**config.mk**
```make
export PLATFORM = sky130hd
export DESIGN_NAME = waveform_engine
export DESIGN_NICKNAME = d
export VERILOG_FILES = /design/src/inc/wave_engine_pkg.sv /design/src/design/waveform_engine.sv
export SDC_FILE = /design/constraint.sdc
export NUM_CORES = 2
export LEC_CHECK = 0
export ABC_AREA = 0
export BUFFER_PORTS_ARGS = -buffer_cell sky130_fd_sc_hd__buf_4
export CAP_MARGIN = 30
export CELL_PAD_IN_SITES_DETAIL_PLACEMENT = 0
export CELL_PAD_IN_SITES_GLOBAL_PLACEMENT = 2
export CORE_MARGIN = 2
export CORE_UTILIZATION = 50
export DETAILED_ROUTE_END_ITERATION = 10
export PLACE_DENSITY_LB_ADDON = 0.1
export RECOVER_POWER = 50
export SLEW_MARGIN = 20
export SYNTH_ARGS = -nofsm -noshare
export SYNTH_HDL_FRONTEND = slang
export SYNTH_SLANG_ARGS = --single-unit
```
**constraint.sdc**
```tcl
create_clock -name pclk -period 17.8 [get_ports pclk]
set_input_delay 1.78 -clock pclk [delete_from_list [all_inputs] [get_ports pclk]]
set_output_delay 1.78 -clock pclk [all_outputs]
set_load 0.02 [all_outputs]
```
**src/inc/wave_engine_pkg.sv**
```systemverilog
// waveform engine shared constants: register map, field layout, states
// assumes a 32-bit apb slave with 12-bit byte addresses
package wave_engine_pkg;

  // apb byte addresses
  localparam logic [11:0] ADDR_IDLE_STATUS = 12'h000;
  localparam logic [11:0] ADDR_IDLE_PINS = 12'h004;
  localparam logic [11:0] ADDR_SAMPLE_MODE = 12'h008;
  localparam logic [11:0] ADDR_OUT_CFG = 12'h00C;
  localparam logic [11:0] ADDR_TRIGGER = 12'h010;
  localparam logic [11:0] ADDR_WRITE_DATA = 12'h014;
  localparam logic [11:0] ADDR_READ_DATA = 12'h018;
  localparam logic [11:0] ADDR_ADDRESS = 12'h01C;
  localparam logic [11:0] ADDR_WAVE_BASE = 12'h100;
  localparam logic [11:0] ADDR_WAVE_MASK = 12'hF80;

  // register bit positions
  localparam int DONE_BIT = 7;
  localparam int IDLE_DRIVE_BIT = 0;
  localparam int SYNC_SEL_BIT = 6;
  localparam int INT_READY_BIT = 5;
  localparam int TRISTATE_MODE_BIT = 7;
  localparam int ABORT_BIT = 7;
  localparam int OE_LSB = 4;

  // waveform memory layout
  localparam int NUM_WAVES = 4;
  localparam int NUM_INTERVALS = 7;
  localparam int MEM_WORDS = NUM_WAVES * NUM_INTERVALS;
  localparam logic [2:0] IDLE_INDEX = 3'h7;
  localparam logic [2:0] FIRST_INDEX = 3'h0;

  // waveform types
  localparam logic [1:0] WAVE_SINGLE_WRITE = 2'h0;
  localparam logic [1:0] WAVE_SINGLE_READ = 2'h1;
  localparam logic [1:0] WAVE_FIFO_WRITE = 2'h2;
  localparam logic [1:0] WAVE_FIFO_READ = 2'h3;

  // descriptor bytes and fields
  localparam int LEN_LSB = 0;
  localparam int OPC_LSB = 8;
  localparam int LOGIC_LSB = 16;
  localparam int OUT_LSB = 24;
  localparam int OPC_BRANCH = 0;
  localparam int OPC_DATA = 1;
  localparam int OPC_INCAD = 3;
  localparam int BR0_LSB = 0;
  localparam int BR1_LSB = 3;
  localparam int TERMB_LSB = 0;
  localparam int TERMA_LSB = 3;
  localparam int LFUNC_LSB = 6;

  // logic functions of a branch interval
  localparam logic [1:0] LF_AND = 2'h0;
  localparam logic [1:0] LF_OR = 2'h1;
  localparam logic [1:0] LF_XOR = 2'h2;

  // reset values
  localparam logic [7:0] IDLE_PINS_RESET = 8'h00;
  localparam logic [7:0] OUT_CFG_RESET = 8'h00;

  typedef enum logic [1:0] {
    ST_IDLE = 2'b01,
    ST_RUN = 2'b10
  } engine_state_e;

endpackage

```
**src/design/waveform_engine.sv**
```systemverilog
// programmable waveform engine with apb register access
// assumes pclk is the interface clock and pins are synchronous to it
`timescale 1ns/10ps

//////////////////////////////////////////////////////////////////////////////
// Overview of operation
// - sampling mode bit 6 picks synchronous or asynchronous wait sampling
// - synchronous mode captures wait inputs on one rising edge
// - asynchronous mode samples wait inputs over two rising edges
// - four program memories: single write, single read, fifo write, read
// - each program holds up to seven 32-bit intervals, I0 to I6
// - each interval sets strobes, data bus, wait use and address
// - every interval starts on a rising clock edge
// - branching to interval 7 ends the waveform, from any interval
// - idle control bit 7 reads 0 while busy, 1 when idle
// - idle data bus floats when bit 0 is 0, else holds last value
// - tristate mode off: idle strobes follow idle level bits 5..0
// - tristate mode on: bits 7..4 enables, 3..0 values, strobes 4,5 off
// - tristate mode bit governs output byte of every loaded program
// - idle strobe driven high with config bit 1 becomes open drain
// - idle strobe with config bit 0 drives full cmos levels
// - four-byte descriptor typed as fixed or branch interval
// - fixed interval lasts its length byte in cycles, 0 meaning 256
// - branch interval combines two inputs by and, or, xor and branches
module waveform_engine #(
  parameter int DATA_W = 16,
  parameter int ADDR_W = 6,
  parameter int READY_W = 6
) (
  // clock and reset
  input wire logic pclk,
  input wire logic presetn,
  // apb slave
  input wire logic psel,
  input wire logic penable,
  input wire logic pwrite,
  input wire logic [11:0] paddr,
  input wire logic [31:0] pwdata,
  output logic [31:0] prdata,
  output logic pready,
  output logic pslverr,
  // wait inputs
  input wire logic [READY_W-1:0] ready_in,
  // strobe outputs
  output logic [5:0] strobe_outputs,
  output logic [5:0] strobe_oe,
  // data bus, low_data_lane in 7..0, high_data_lane in 15..8
  input wire logic [DATA_W-1:0] data_in,
  output logic [DATA_W-1:0] data_out,
  output logic data_oe,
  // address bus
  output logic [ADDR_W-1:0] addr_out
);
  import wave_engine_pkg::*;

  ////////////////////////////////////////////////////////////////////////////
  // functions

  // flat memory word of an interval
  function automatic logic [4:0] mem_index(input logic [1:0] wave,
                                           input logic [2:0] step);
    logic [4:0] base;
    base = 5'(wave) * 5'(NUM_INTERVALS);
    mem_index = 5'(base + 5'(step));
  endfunction

  // strobe value and enable from an output byte
  function automatic logic [11:0] strobe_map(input logic [7:0] levels,
                                             input logic tri_mode,
                                             input logic [5:0] cfg);
    logic [5:0] val;
    logic [5:0] oe;
    val = '0;
    oe = '0;
    if (tri_mode) begin
      val[3:0] = levels[3:0];
      oe[3:0] = levels[OE_LSB+3:OE_LSB];
    end else begin
      val = levels[5:0];
      oe = '1;
    end
    for (int i = 0; i < 6; i++) begin
      if (val[i] && cfg[i]) begin
        oe[i] = 1'b0;
      end
    end
    strobe_map = {oe, val};
  endfunction

  // one input term of a branch interval
  function automatic logic term_value(input logic [2:0] sel,
                                      input logic [5:0] rdy,
                                      input logic internal_ready);
    if (sel < 3'h6) begin
      term_value = rdy[sel];
    end else begin
      term_value = internal_ready;
    end
  endfunction

  ////////////////////////////////////////////////////////////////////////////
  // registers

  engine_state_e state_reg;
  engine_state_e state_next;
  logic [2:0] idx_reg;
  logic [2:0] idx_next;
  logic [7:0] cnt_reg;
  logic [7:0] cnt_next;
  logic [1:0] wave_reg;
  logic [1:0] wave_next;
  logic idle_drive_reg;
  logic [7:0] idle_pins_reg;
  logic sync_sel_reg;
  logic int_ready_reg;
  logic [7:0] out_cfg_reg;
  logic [DATA_W-1:0] wdata_reg;
  logic [DATA_W-1:0] rdata_reg;
  logic [31:0] wave_mem [MEM_WORDS];
  logic [READY_W-1:0] rdy_cap_reg;
  logic [READY_W-1:0] rdy_meta_reg;
  logic [READY_W-1:0] rdy_sync_reg;

  logic apb_write;
  logic wave_hit;
  logic wave_slot_ok;
  logic [4:0] wave_word;
  logic start;
  logic abort;
  logic [31:0] desc;
  logic [31:0] desc_n;
  logic [5:0] rdy_use;
  logic branch_result;
  logic term_a;
  logic term_b;
  logic is_write_wave;
  logic is_write_wave_n;

  ////////////////////////////////////////////////////////////////////////////
  // apb decode

  assign apb_write = psel && penable && pwrite && pready;
  assign wave_hit = (paddr & ADDR_WAVE_MASK) == ADDR_WAVE_BASE;
  assign wave_slot_ok = wave_hit && (paddr[4:2] != IDLE_INDEX);
  assign wave_word = mem_index(paddr[6:5], paddr[4:2]);
  assign start = apb_write && (paddr == ADDR_TRIGGER) &&
                 !pwdata[ABORT_BIT] && (state_reg == ST_IDLE);
  assign abort = apb_write && (paddr == ADDR_TRIGGER) && pwdata[ABORT_BIT];

  // ready comes one edge after setup: zero wait states
  always_ff @(posedge pclk or negedge presetn) begin
    if (!presetn) begin
      pready <= 1'b0;
      pslverr <= 1'b0;
      prdata <= '0;
    end else begin
      pready <= psel && !penable;
      pslverr <= 1'b0;
      if (psel && !penable) begin
        prdata <= '0;
        if (wave_hit && !wave_slot_ok) begin
          prdata <= '0;
        end else if (wave_hit) begin
          prdata <= wave_mem[wave_word];
        end else begin
          case (paddr)
            ADDR_IDLE_STATUS: begin
              prdata[DONE_BIT] <= (state_reg == ST_IDLE);
              prdata[IDLE_DRIVE_BIT] <= idle_drive_reg;
            end
            ADDR_IDLE_PINS: prdata[7:0] <= idle_pins_reg;
            ADDR_SAMPLE_MODE: begin
              prdata[SYNC_SEL_BIT] <= sync_sel_reg;
              prdata[INT_READY_BIT] <= int_ready_reg;
            end
            ADDR_OUT_CFG: prdata[7:0] <= out_cfg_reg;
            ADDR_TRIGGER: prdata[1:0] <= wave_reg;
            ADDR_WRITE_DATA: prdata[DATA_W-1:0] <= wdata_reg;
            ADDR_READ_DATA: prdata[DATA_W-1:0] <= rdata_reg;
            ADDR_ADDRESS: prdata[ADDR_W-1:0] <= addr_out;
            default: pslverr <= 1'b1;
          endcase
        end
      end
    end
  end

  // software configuration registers
  always_ff @(posedge pclk or negedge presetn) begin
    if (!presetn) begin
      idle_drive_reg <= 1'b0;
      idle_pins_reg <= IDLE_PINS_RESET;
      sync_sel_reg <= 1'b0;
      int_ready_reg <= 1'b0;
      out_cfg_reg <= OUT_CFG_RESET;
      wdata_reg <= '0;
    end else if (apb_write) begin
      case (paddr)
        ADDR_IDLE_STATUS: idle_drive_reg <= pwdata[IDLE_DRIVE_BIT];
        ADDR_IDLE_PINS: idle_pins_reg <= pwdata[7:0];
        ADDR_SAMPLE_MODE: begin
          sync_sel_reg <= pwdata[SYNC_SEL_BIT];
          int_ready_reg <= pwdata[INT_READY_BIT];
        end
        ADDR_OUT_CFG: out_cfg_reg <= pwdata[7:0];
        ADDR_WRITE_DATA: wdata_reg <= pwdata[DATA_W-1:0];
        default: ;
      endcase
    end
  end

  // waveform program memories, slot 7 of each is the idle state
  always_ff @(posedge pclk or negedge presetn) begin
    if (!presetn) begin
      for (int i = 0; i < MEM_WORDS; i++) begin
        wave_mem[i] <= '0;
      end
    end else if (apb_write && wave_slot_ok) begin
      wave_mem[wave_word] <= pwdata;
    end
  end

  ////////////////////////////////////////////////////////////////////////////
  // wait input sampling

  always_ff @(posedge pclk or negedge presetn) begin
    if (!presetn) begin
      rdy_cap_reg <= '0;
      rdy_meta_reg <= '0;
      rdy_sync_reg <= '0;
    end else begin
      rdy_cap_reg <= ready_in;
      rdy_meta_reg <= ready_in;
      rdy_sync_reg <= rdy_meta_reg;
    end
  end

  assign rdy_use = sync_sel_reg ? 6'(rdy_cap_reg) : 6'(rdy_sync_reg);

  ////////////////////////////////////////////////////////////////////////////
  // sequencer

  assign desc = wave_mem[mem_index(wave_reg, idx_reg)];
  assign term_a = term_value(desc[LOGIC_LSB+TERMA_LSB +: 3], rdy_use,
                             int_ready_reg);
  assign term_b = term_value(desc[LOGIC_LSB+TERMB_LSB +: 3], rdy_use,
                             int_ready_reg);

  always_comb begin
    case (desc[LOGIC_LSB+LFUNC_LSB +: 2])
      LF_OR: branch_result = term_a | term_b;
      LF_XOR: branch_result = term_a ^ term_b;
      default: branch_result = term_a & term_b;
    endcase
  end

  always_comb begin
    state_next = state_reg;
    idx_next = idx_reg;
    cnt_next = cnt_reg;
    wave_next = wave_reg;
    case (state_reg)
      ST_IDLE: begin
        if (start) begin
          state_next = ST_RUN;
          idx_next = FIRST_INDEX;
          cnt_next = '0;
          wave_next = pwdata[1:0];
        end
      end
      ST_RUN: begin
        if (abort) begin
          state_next = ST_IDLE;
          idx_next = IDLE_INDEX;
        end else if (desc[OPC_LSB+OPC_BRANCH]) begin
          cnt_next = '0;
          idx_next = branch_result ? desc[LEN_LSB+BR1_LSB +: 3]
                                   : desc[LEN_LSB+BR0_LSB +: 3];
        end else if (cnt_reg == 8'(desc[LEN_LSB +: 8] - 8'h01)) begin
          cnt_next = '0;
          idx_next = 3'(idx_reg + 3'h1);
        end else begin
          cnt_next = 8'(cnt_reg + 8'h01);
        end
        if (idx_next == IDLE_INDEX) begin
          state_next = ST_IDLE;
        end
      end
      default: begin
        state_next = ST_IDLE;
        idx_next = IDLE_INDEX;
      end
    endcase
  end

  always_ff @(posedge pclk or negedge presetn) begin
    if (!presetn) begin
      state_reg <= ST_IDLE;
      idx_reg <= IDLE_INDEX;
      cnt_reg <= '0;
      wave_reg <= WAVE_SINGLE_WRITE;
    end else begin
      state_reg <= state_next;
      idx_reg <= idx_next;
      cnt_reg <= cnt_next;
      wave_reg <= wave_next;
    end
  end

  ////////////////////////////////////////////////////////////////////////////
  // pin outputs, loaded with the interval that starts at this edge

  assign desc_n = wave_mem[mem_index(wave_next, idx_next)];
  assign is_write_wave = (wave_reg == WAVE_SINGLE_WRITE) ||
                         (wave_reg == WAVE_FIFO_WRITE);
  assign is_write_wave_n = (wave_next == WAVE_SINGLE_WRITE) ||
                           (wave_next == WAVE_FIFO_WRITE);

  always_ff @(posedge pclk or negedge presetn) begin
    if (!presetn) begin
      strobe_outputs <= '0;
      strobe_oe <= '0;
    end else if (state_next == ST_IDLE) begin
      {strobe_oe, strobe_outputs} <=
        strobe_map(idle_pins_reg, out_cfg_reg[TRISTATE_MODE_BIT],
                   out_cfg_reg[5:0]);
    end else begin
      {strobe_oe, strobe_outputs} <=
        strobe_map(desc_n[OUT_LSB +: 8], out_cfg_reg[TRISTATE_MODE_BIT],
                   out_cfg_reg[5:0]);
    end
  end

  always_ff @(posedge pclk or negedge presetn) begin
    if (!presetn) begin
      data_out <= '0;
      data_oe <= 1'b0;
    end else if (state_next == ST_IDLE) begin
      data_oe <= idle_drive_reg;
    end else if (is_write_wave_n && desc_n[OPC_LSB+OPC_DATA]) begin
      data_out <= wdata_reg;
      data_oe <= 1'b1;
    end else begin
      data_oe <= 1'b0;
    end
  end

  // read capture while a read interval has its data bit set
  always_ff @(posedge pclk or negedge presetn) begin
    if (!presetn) begin
      rdata_reg <= '0;
    end else if (state_reg == ST_RUN && !is_write_wave &&
                 desc[OPC_LSB+OPC_DATA]) begin
      rdata_reg <= data_in;
    end
  end

  // address: software load, or step at the start of an incrementing interval
  always_ff @(posedge pclk or negedge presetn) begin
    if (!presetn) begin
      addr_out <= '0;
    end else if (apb_write && paddr == ADDR_ADDRESS) begin
      addr_out <= pwdata[ADDR_W-1:0];
    end else if (state_next == ST_RUN && desc_n[OPC_LSB+OPC_INCAD] &&
                 (start || idx_next != idx_reg)) begin
      addr_out <= ADDR_W'(addr_out + 1'b1);
    end
  end

endmodule

```
==> results by stage <==
Run status:
- The run finished, with violations left.
- The checks that failed: max-capacitance violations, max-slew violations.

Power and ir drop:
- The power density of the placed cells is about 100 nW/µm².
- The maximum resistive drop on vdd is 0.0979 mV.
- The total power draw is 6.24 mW.
- Summed over all cells, the static leakage comes to between 20 and 30 nW.

Job:
- The total of max-cap violations is 14.

Worst setup path:
- STA classifies the critical path endpoint as an async pin.
- The critical path class is in -> async.
- The worst register-to-register path has a depth of 30.
- STA puts the critical path data required time at 18.15 ns.
- The type of origin of the critical path is an input port.
- The highest net fanout along the worst path is 99.
- The flop-to-flop setup slack is between 5 and 6 ns.
- Data on the critical path arrives at its endpoint at 12.97 ns.
- The worst register-to-register path begins at idx_reg[1].
- The endpoint of the lowest-slack register-to-register path is addr_out[5].

Logic synthesis:
- Of all flip-flops after synthesis, the portion carrying an async set or reset was 1.00.
- The number of nets in the synthesized netlist is roughly 4000.
- After synthesis, the netlist uses a little under 70 different library cells.
- The largest total area in the synthesized netlist belongs to sky130_fd_sc_hd__dfrtp_1.
- Synthesis handed over a netlist of between 3000 and 4000 instances.
- Averaged over all synthesized cells, the footprint is approximately 14 µm².
- The number of register bits inferred by synthesis is 1043.
- For this run, the leading register cell type out of synthesis is sky130_fd_sc_hd__dfrtp_1.
- The number of enable flip-flop cells after synthesis is 0.
- The area fraction of the dominant cell type after synthesis is 0.479.
- The number of warning messages in the yosys log is 0.
- For this run, the register share of the synthesized area comes to 0.481.
- The synthesized netlist occupies a cell area of roughly 54000 µm².
- By area the synthesized netlist is led by sky130_fd_sc_hd__dfrtp_1 (48%), sky130_fd_sc_hd__mux2_2 (20%), sky130_fd_sc_hd__mux4_2 (18%).

Clock tree:
- The H-tree was split into 3 levels.
- For this design, the CTS-stage hold fixing added 0 buffers.
- The insertion delay of the later-clocked pin in the worst-skew pair is 0.73 ns.
- In this run, CTS created clock tree buffers numbering 116.
- The clock tree from TritonCTS is done.
- The root buffer cell is sky130_fd_sc_hd__clkbuf_16.
- The clock net in this run drives a total of about 1000 sinks.
- The buffers inserted during post-CTS setup optimization is 0.
- In this run the deepest clock path goes through 3 buffers.
- After clock tree synthesis, the clock-pin slew on the worst setup and hold paths is ~0.060 ns.
- The number of gates resized after CTS was 0.

Final layout:
- The most flop-heavy register is wave_mem.
- The fraction of layout cells with a size suffix above 1 is 0.472.
- The register with the most flip-flops in the layout has 896 of them.
- The number of non-filler instances in the completed layout is between 5000 and 6000.
- The largest registers in the layout are wave_mem: 896 flops, prdata: 32 flops.
- For this run, the share of the core covered by cells in the final layout is 0.566.
- The post-layout instance area is 60700 µm².
- Relative to the synthesized area, the layout overhead comes to 11.9%.
- The post-layout net count is 3895.

Drt:
- In this run the top signal layer used is met5.
- The met1 wire length is 73300 µm.
- The via density per instance is between 6 and 7.
- The number of design-rule violations left by the first detailed-router iteration is 3372.
- The met2 routed wirelength is 87200 µm.
- The total iterations of the first detailed-routing run is 6.
- The total via count in the routed design is 35800.
- The total wire length after detailed routing is ~180000 µm.
- The number of antenna-violating nets in the routed design is 0.
- In the routed design, unresolved DRC markers number 0.
- In the detailed route, the total length drawn on met3 is 12900 µm.
- In the final routed layout, each cell accounts on average for about 34 µm.

GRT:
- The largest net degree at the start of global routing is around 170.
- The number of global-route vias before repair is 37700.
- The first global-routing pass estimated 266000 µm of wire.
- The combined global-route utilization of all metal layers is 0.329.
- The initial antenna violation count is 7.
- The leftover overflow at the end of global routing is 0.

Placement:
- The count of input and output buffers is 139.
- Detailed placement ended at an HPWL of 113000 µm.
- Including well taps, the total number of placed cells is approximately 5000.
- In this run the cell area measured after placement is about 57000 µm².
- The pre-CTS setup slack is 6.11 ns.
- Routability-driven placement finished with a final weighted congestion of 0.887.

Worst hold path:
- The cell count of the worst hold path is 2.
- In this run the most critical hold path is launched from prdata[0].
- The class of the worst hold path is reg -> reg.
- The path with the worst hold slack has its endpoint at prdata[0].

Timing:
- The minimum clock period after layout is 12.62 ns.
- The total of endpoints with negative setup slack in the final report is 0.
- The clock arrives with approximately 0.032 ns of skew.
- The pin slew with the least headroom to its limit is 5.44 ns.
- The final worst-path setup slack is 5.18 ns.
- Summed over all failing endpoints, the final setup total negative slack is 0 ns.
- The max-slew headroom at the worst pin is -2.63.
- Based on the critical path, the design can be clocked at up to 79.2 MHz.
- Dividing the final minimum period by the clock period gives 0.709.
- Setup repair after global routing left no endpoint under its margin.
- The final count of pins violating max slew came to 769.
- The final worst hold slack is 0.499 ns.
- The final number of hold-violating endpoints was 0.

Floorplan:
- For this configuration, the core starts out at a cell density of 0.505.
- The region available for standard cell placement spans 107000 µm².
- The count of boundary I/O pins is 140.
- The die height is 333 µm.
- The width of the die is 333 µm.
- Row generation in the floorplan step produced 120 rows.
- The die area is ~110000 µm².
[routing by layer]
| layer | global-route usage | up-vias |
|---|---|---|
| li1 | - | 14400 |
| met1 | 0.441 | 19600 |
| met2 | 0.529 | 1456 |
| met3 | 0.0684 | 407 |
| met4 | 0.127 | 8 |
| met5 | 0 | - |
[critical path, stage by stage]
cell                       delay, ns
sky130_fd_sc_hd__clkbuf_1       3.71
sky130_fd_sc_hd__clkbuf_1       1.85
sky130_fd_sc_hd__clkbuf_1       1.59
sky130_fd_sc_hd__clkbuf_1       2.05
sky130_fd_sc_hd__clkbuf_1       1.76
[worst max-delay path by stage]
stage,startpoint,to,slack [ns],cells after the start
after floorplan,idx_reg[1],strobe_oe[1],7.40,35
after global placement,idx_reg[1],data_out[2],5.87,25
after detailed placement,idx_reg[1],addr_out[5],6.11,30
after CTS,idx_reg[1],addr_out[5],6.05,30
after global routing,presetn,wave_mem[615],3.05,5
final,presetn,wave_mem[615],5.18,5
[cell usage after synthesis, types with 7 or more instances]
cell	number
sky130_fd_sc_hd__nand2_1	186
sky130_fd_sc_hd__xnor2_1	8
sky130_fd_sc_hd__mux2_2	971
sky130_fd_sc_hd__and2_1	9
sky130_fd_sc_hd__a31oi_1	28
sky130_fd_sc_hd__fa_1	9
sky130_fd_sc_hd__a22oi_1	25
sky130_fd_sc_hd__nand4_1	8
sky130_fd_sc_hd__a311o_1	10
sky130_fd_sc_hd__o21ai_0	71
sky130_fd_sc_hd__nand3_1	32
sky130_fd_sc_hd__clkbuf_1	271
sky130_fd_sc_hd__buf_2	13
sky130_fd_sc_hd__a211oi_1	7
sky130_fd_sc_hd__a21oi_1	91
sky130_fd_sc_hd__inv_1	37
sky130_fd_sc_hd__dfrtp_1	1039
sky130_fd_sc_hd__mux2i_1	66
sky130_fd_sc_hd__o31ai_1	8
sky130_fd_sc_hd__buf_6	7
sky130_fd_sc_hd__buf_1	67
sky130_fd_sc_hd__nor2_1	117
sky130_fd_sc_hd__or4_1	7
sky130_fd_sc_hd__o221ai_1	17
sky130_fd_sc_hd__o22ai_1	23
sky130_fd_sc_hd__mux4_2	435
sky130_fd_sc_hd__nor3_1	42
sky130_fd_sc_hd__xor2_1	10
sky130_fd_sc_hd__mux2_4	9
sky130_fd_sc_hd__nor2b_1	12
sky130_fd_sc_hd__ha_1	24
sky130_fd_sc_hd__a32o_1	9
sky130_fd_sc_hd__a221o_1	13
sky130_fd_sc_hd__o211ai_1	10
[report_power, final]
part	internal (mW)	switching [mW]	total, mW
Sequential	2.39	0.0170	2.41
Clock	1.51	1.03	2.53
Combinational	0.435	0.861	1.30
Total	4.33	1.90	6.24
[cells by family after synthesis]
logic type / count (synthesis) / share of synthesized area
muxes: 1482 / 0.397
DFF: 1043 / 0.481
buffers and inverters: 402 / 0.0298
and+or+nand+nor: 450 / 0.0369
adders and majority gates: 33 / 0.00886
xor gates and xnor gates: 18 / 0.00291
AOI/OAI and AO/OA: 356 / 0.0433
[area by class of cell]
class	count	area, µm²
clock buffer	167	3430
clock inverter	48	631
multi-input combinational	2339	26900
tap	1403	1760
inverter	38	143
sequential	1043	26100
antenna	2	5.00
timing repair buffer	253	1740
fill	8512	46600
[placed cells by master (no fill, tap or decap), types with 7 or more instances in the layout]
cell type	n
sky130_fd_sc_hd__inv_1	37
sky130_fd_sc_hd__a32o_1	9
sky130_fd_sc_hd__a21oi_1	89
sky130_fd_sc_hd__mux2_2	970
sky130_fd_sc_hd__a311o_1	10
sky130_fd_sc_hd__nor2_4	23
sky130_fd_sc_hd__o211ai_1	10
sky130_fd_sc_hd__clkbuf_8	31
sky130_fd_sc_hd__clkbuf_1	108
sky130_fd_sc_hd__o31ai_1	8
sky130_fd_sc_hd__dfrtp_1	1039
sky130_fd_sc_hd__mux2i_1	66
sky130_fd_sc_hd__fa_1	7
sky130_fd_sc_hd__clkbuf_16	117
sky130_fd_sc_hd__or4_1	7
sky130_fd_sc_hd__buf_4	142
sky130_fd_sc_hd__a22oi_1	25
sky130_fd_sc_hd__bufinv_16	12
sky130_fd_sc_hd__nor3_1	42
sky130_fd_sc_hd__o22ai_1	23
sky130_fd_sc_hd__clkbuf_4	8
sky130_fd_sc_hd__nand4_1	8
sky130_fd_sc_hd__nand2_1	184
sky130_fd_sc_hd__a221o_1	13
sky130_fd_sc_hd__nand3_1	30
sky130_fd_sc_hd__a211oi_1	7
sky130_fd_sc_hd__and2_1	8
sky130_fd_sc_hd__a31oi_1	26
sky130_fd_sc_hd__nor2_1	94
sky130_fd_sc_hd__ha_1	18
sky130_fd_sc_hd__o21ai_0	69
sky130_fd_sc_hd__nor2b_1	12
sky130_fd_sc_hd__mux4_2	435
sky130_fd_sc_hd__mux2_4	9
sky130_fd_sc_hd__clkinv_2	26
sky130_fd_sc_hd__xor2_1	7
sky130_fd_sc_hd__o221ai_1	17
Power figures use the tool's default switching activity.
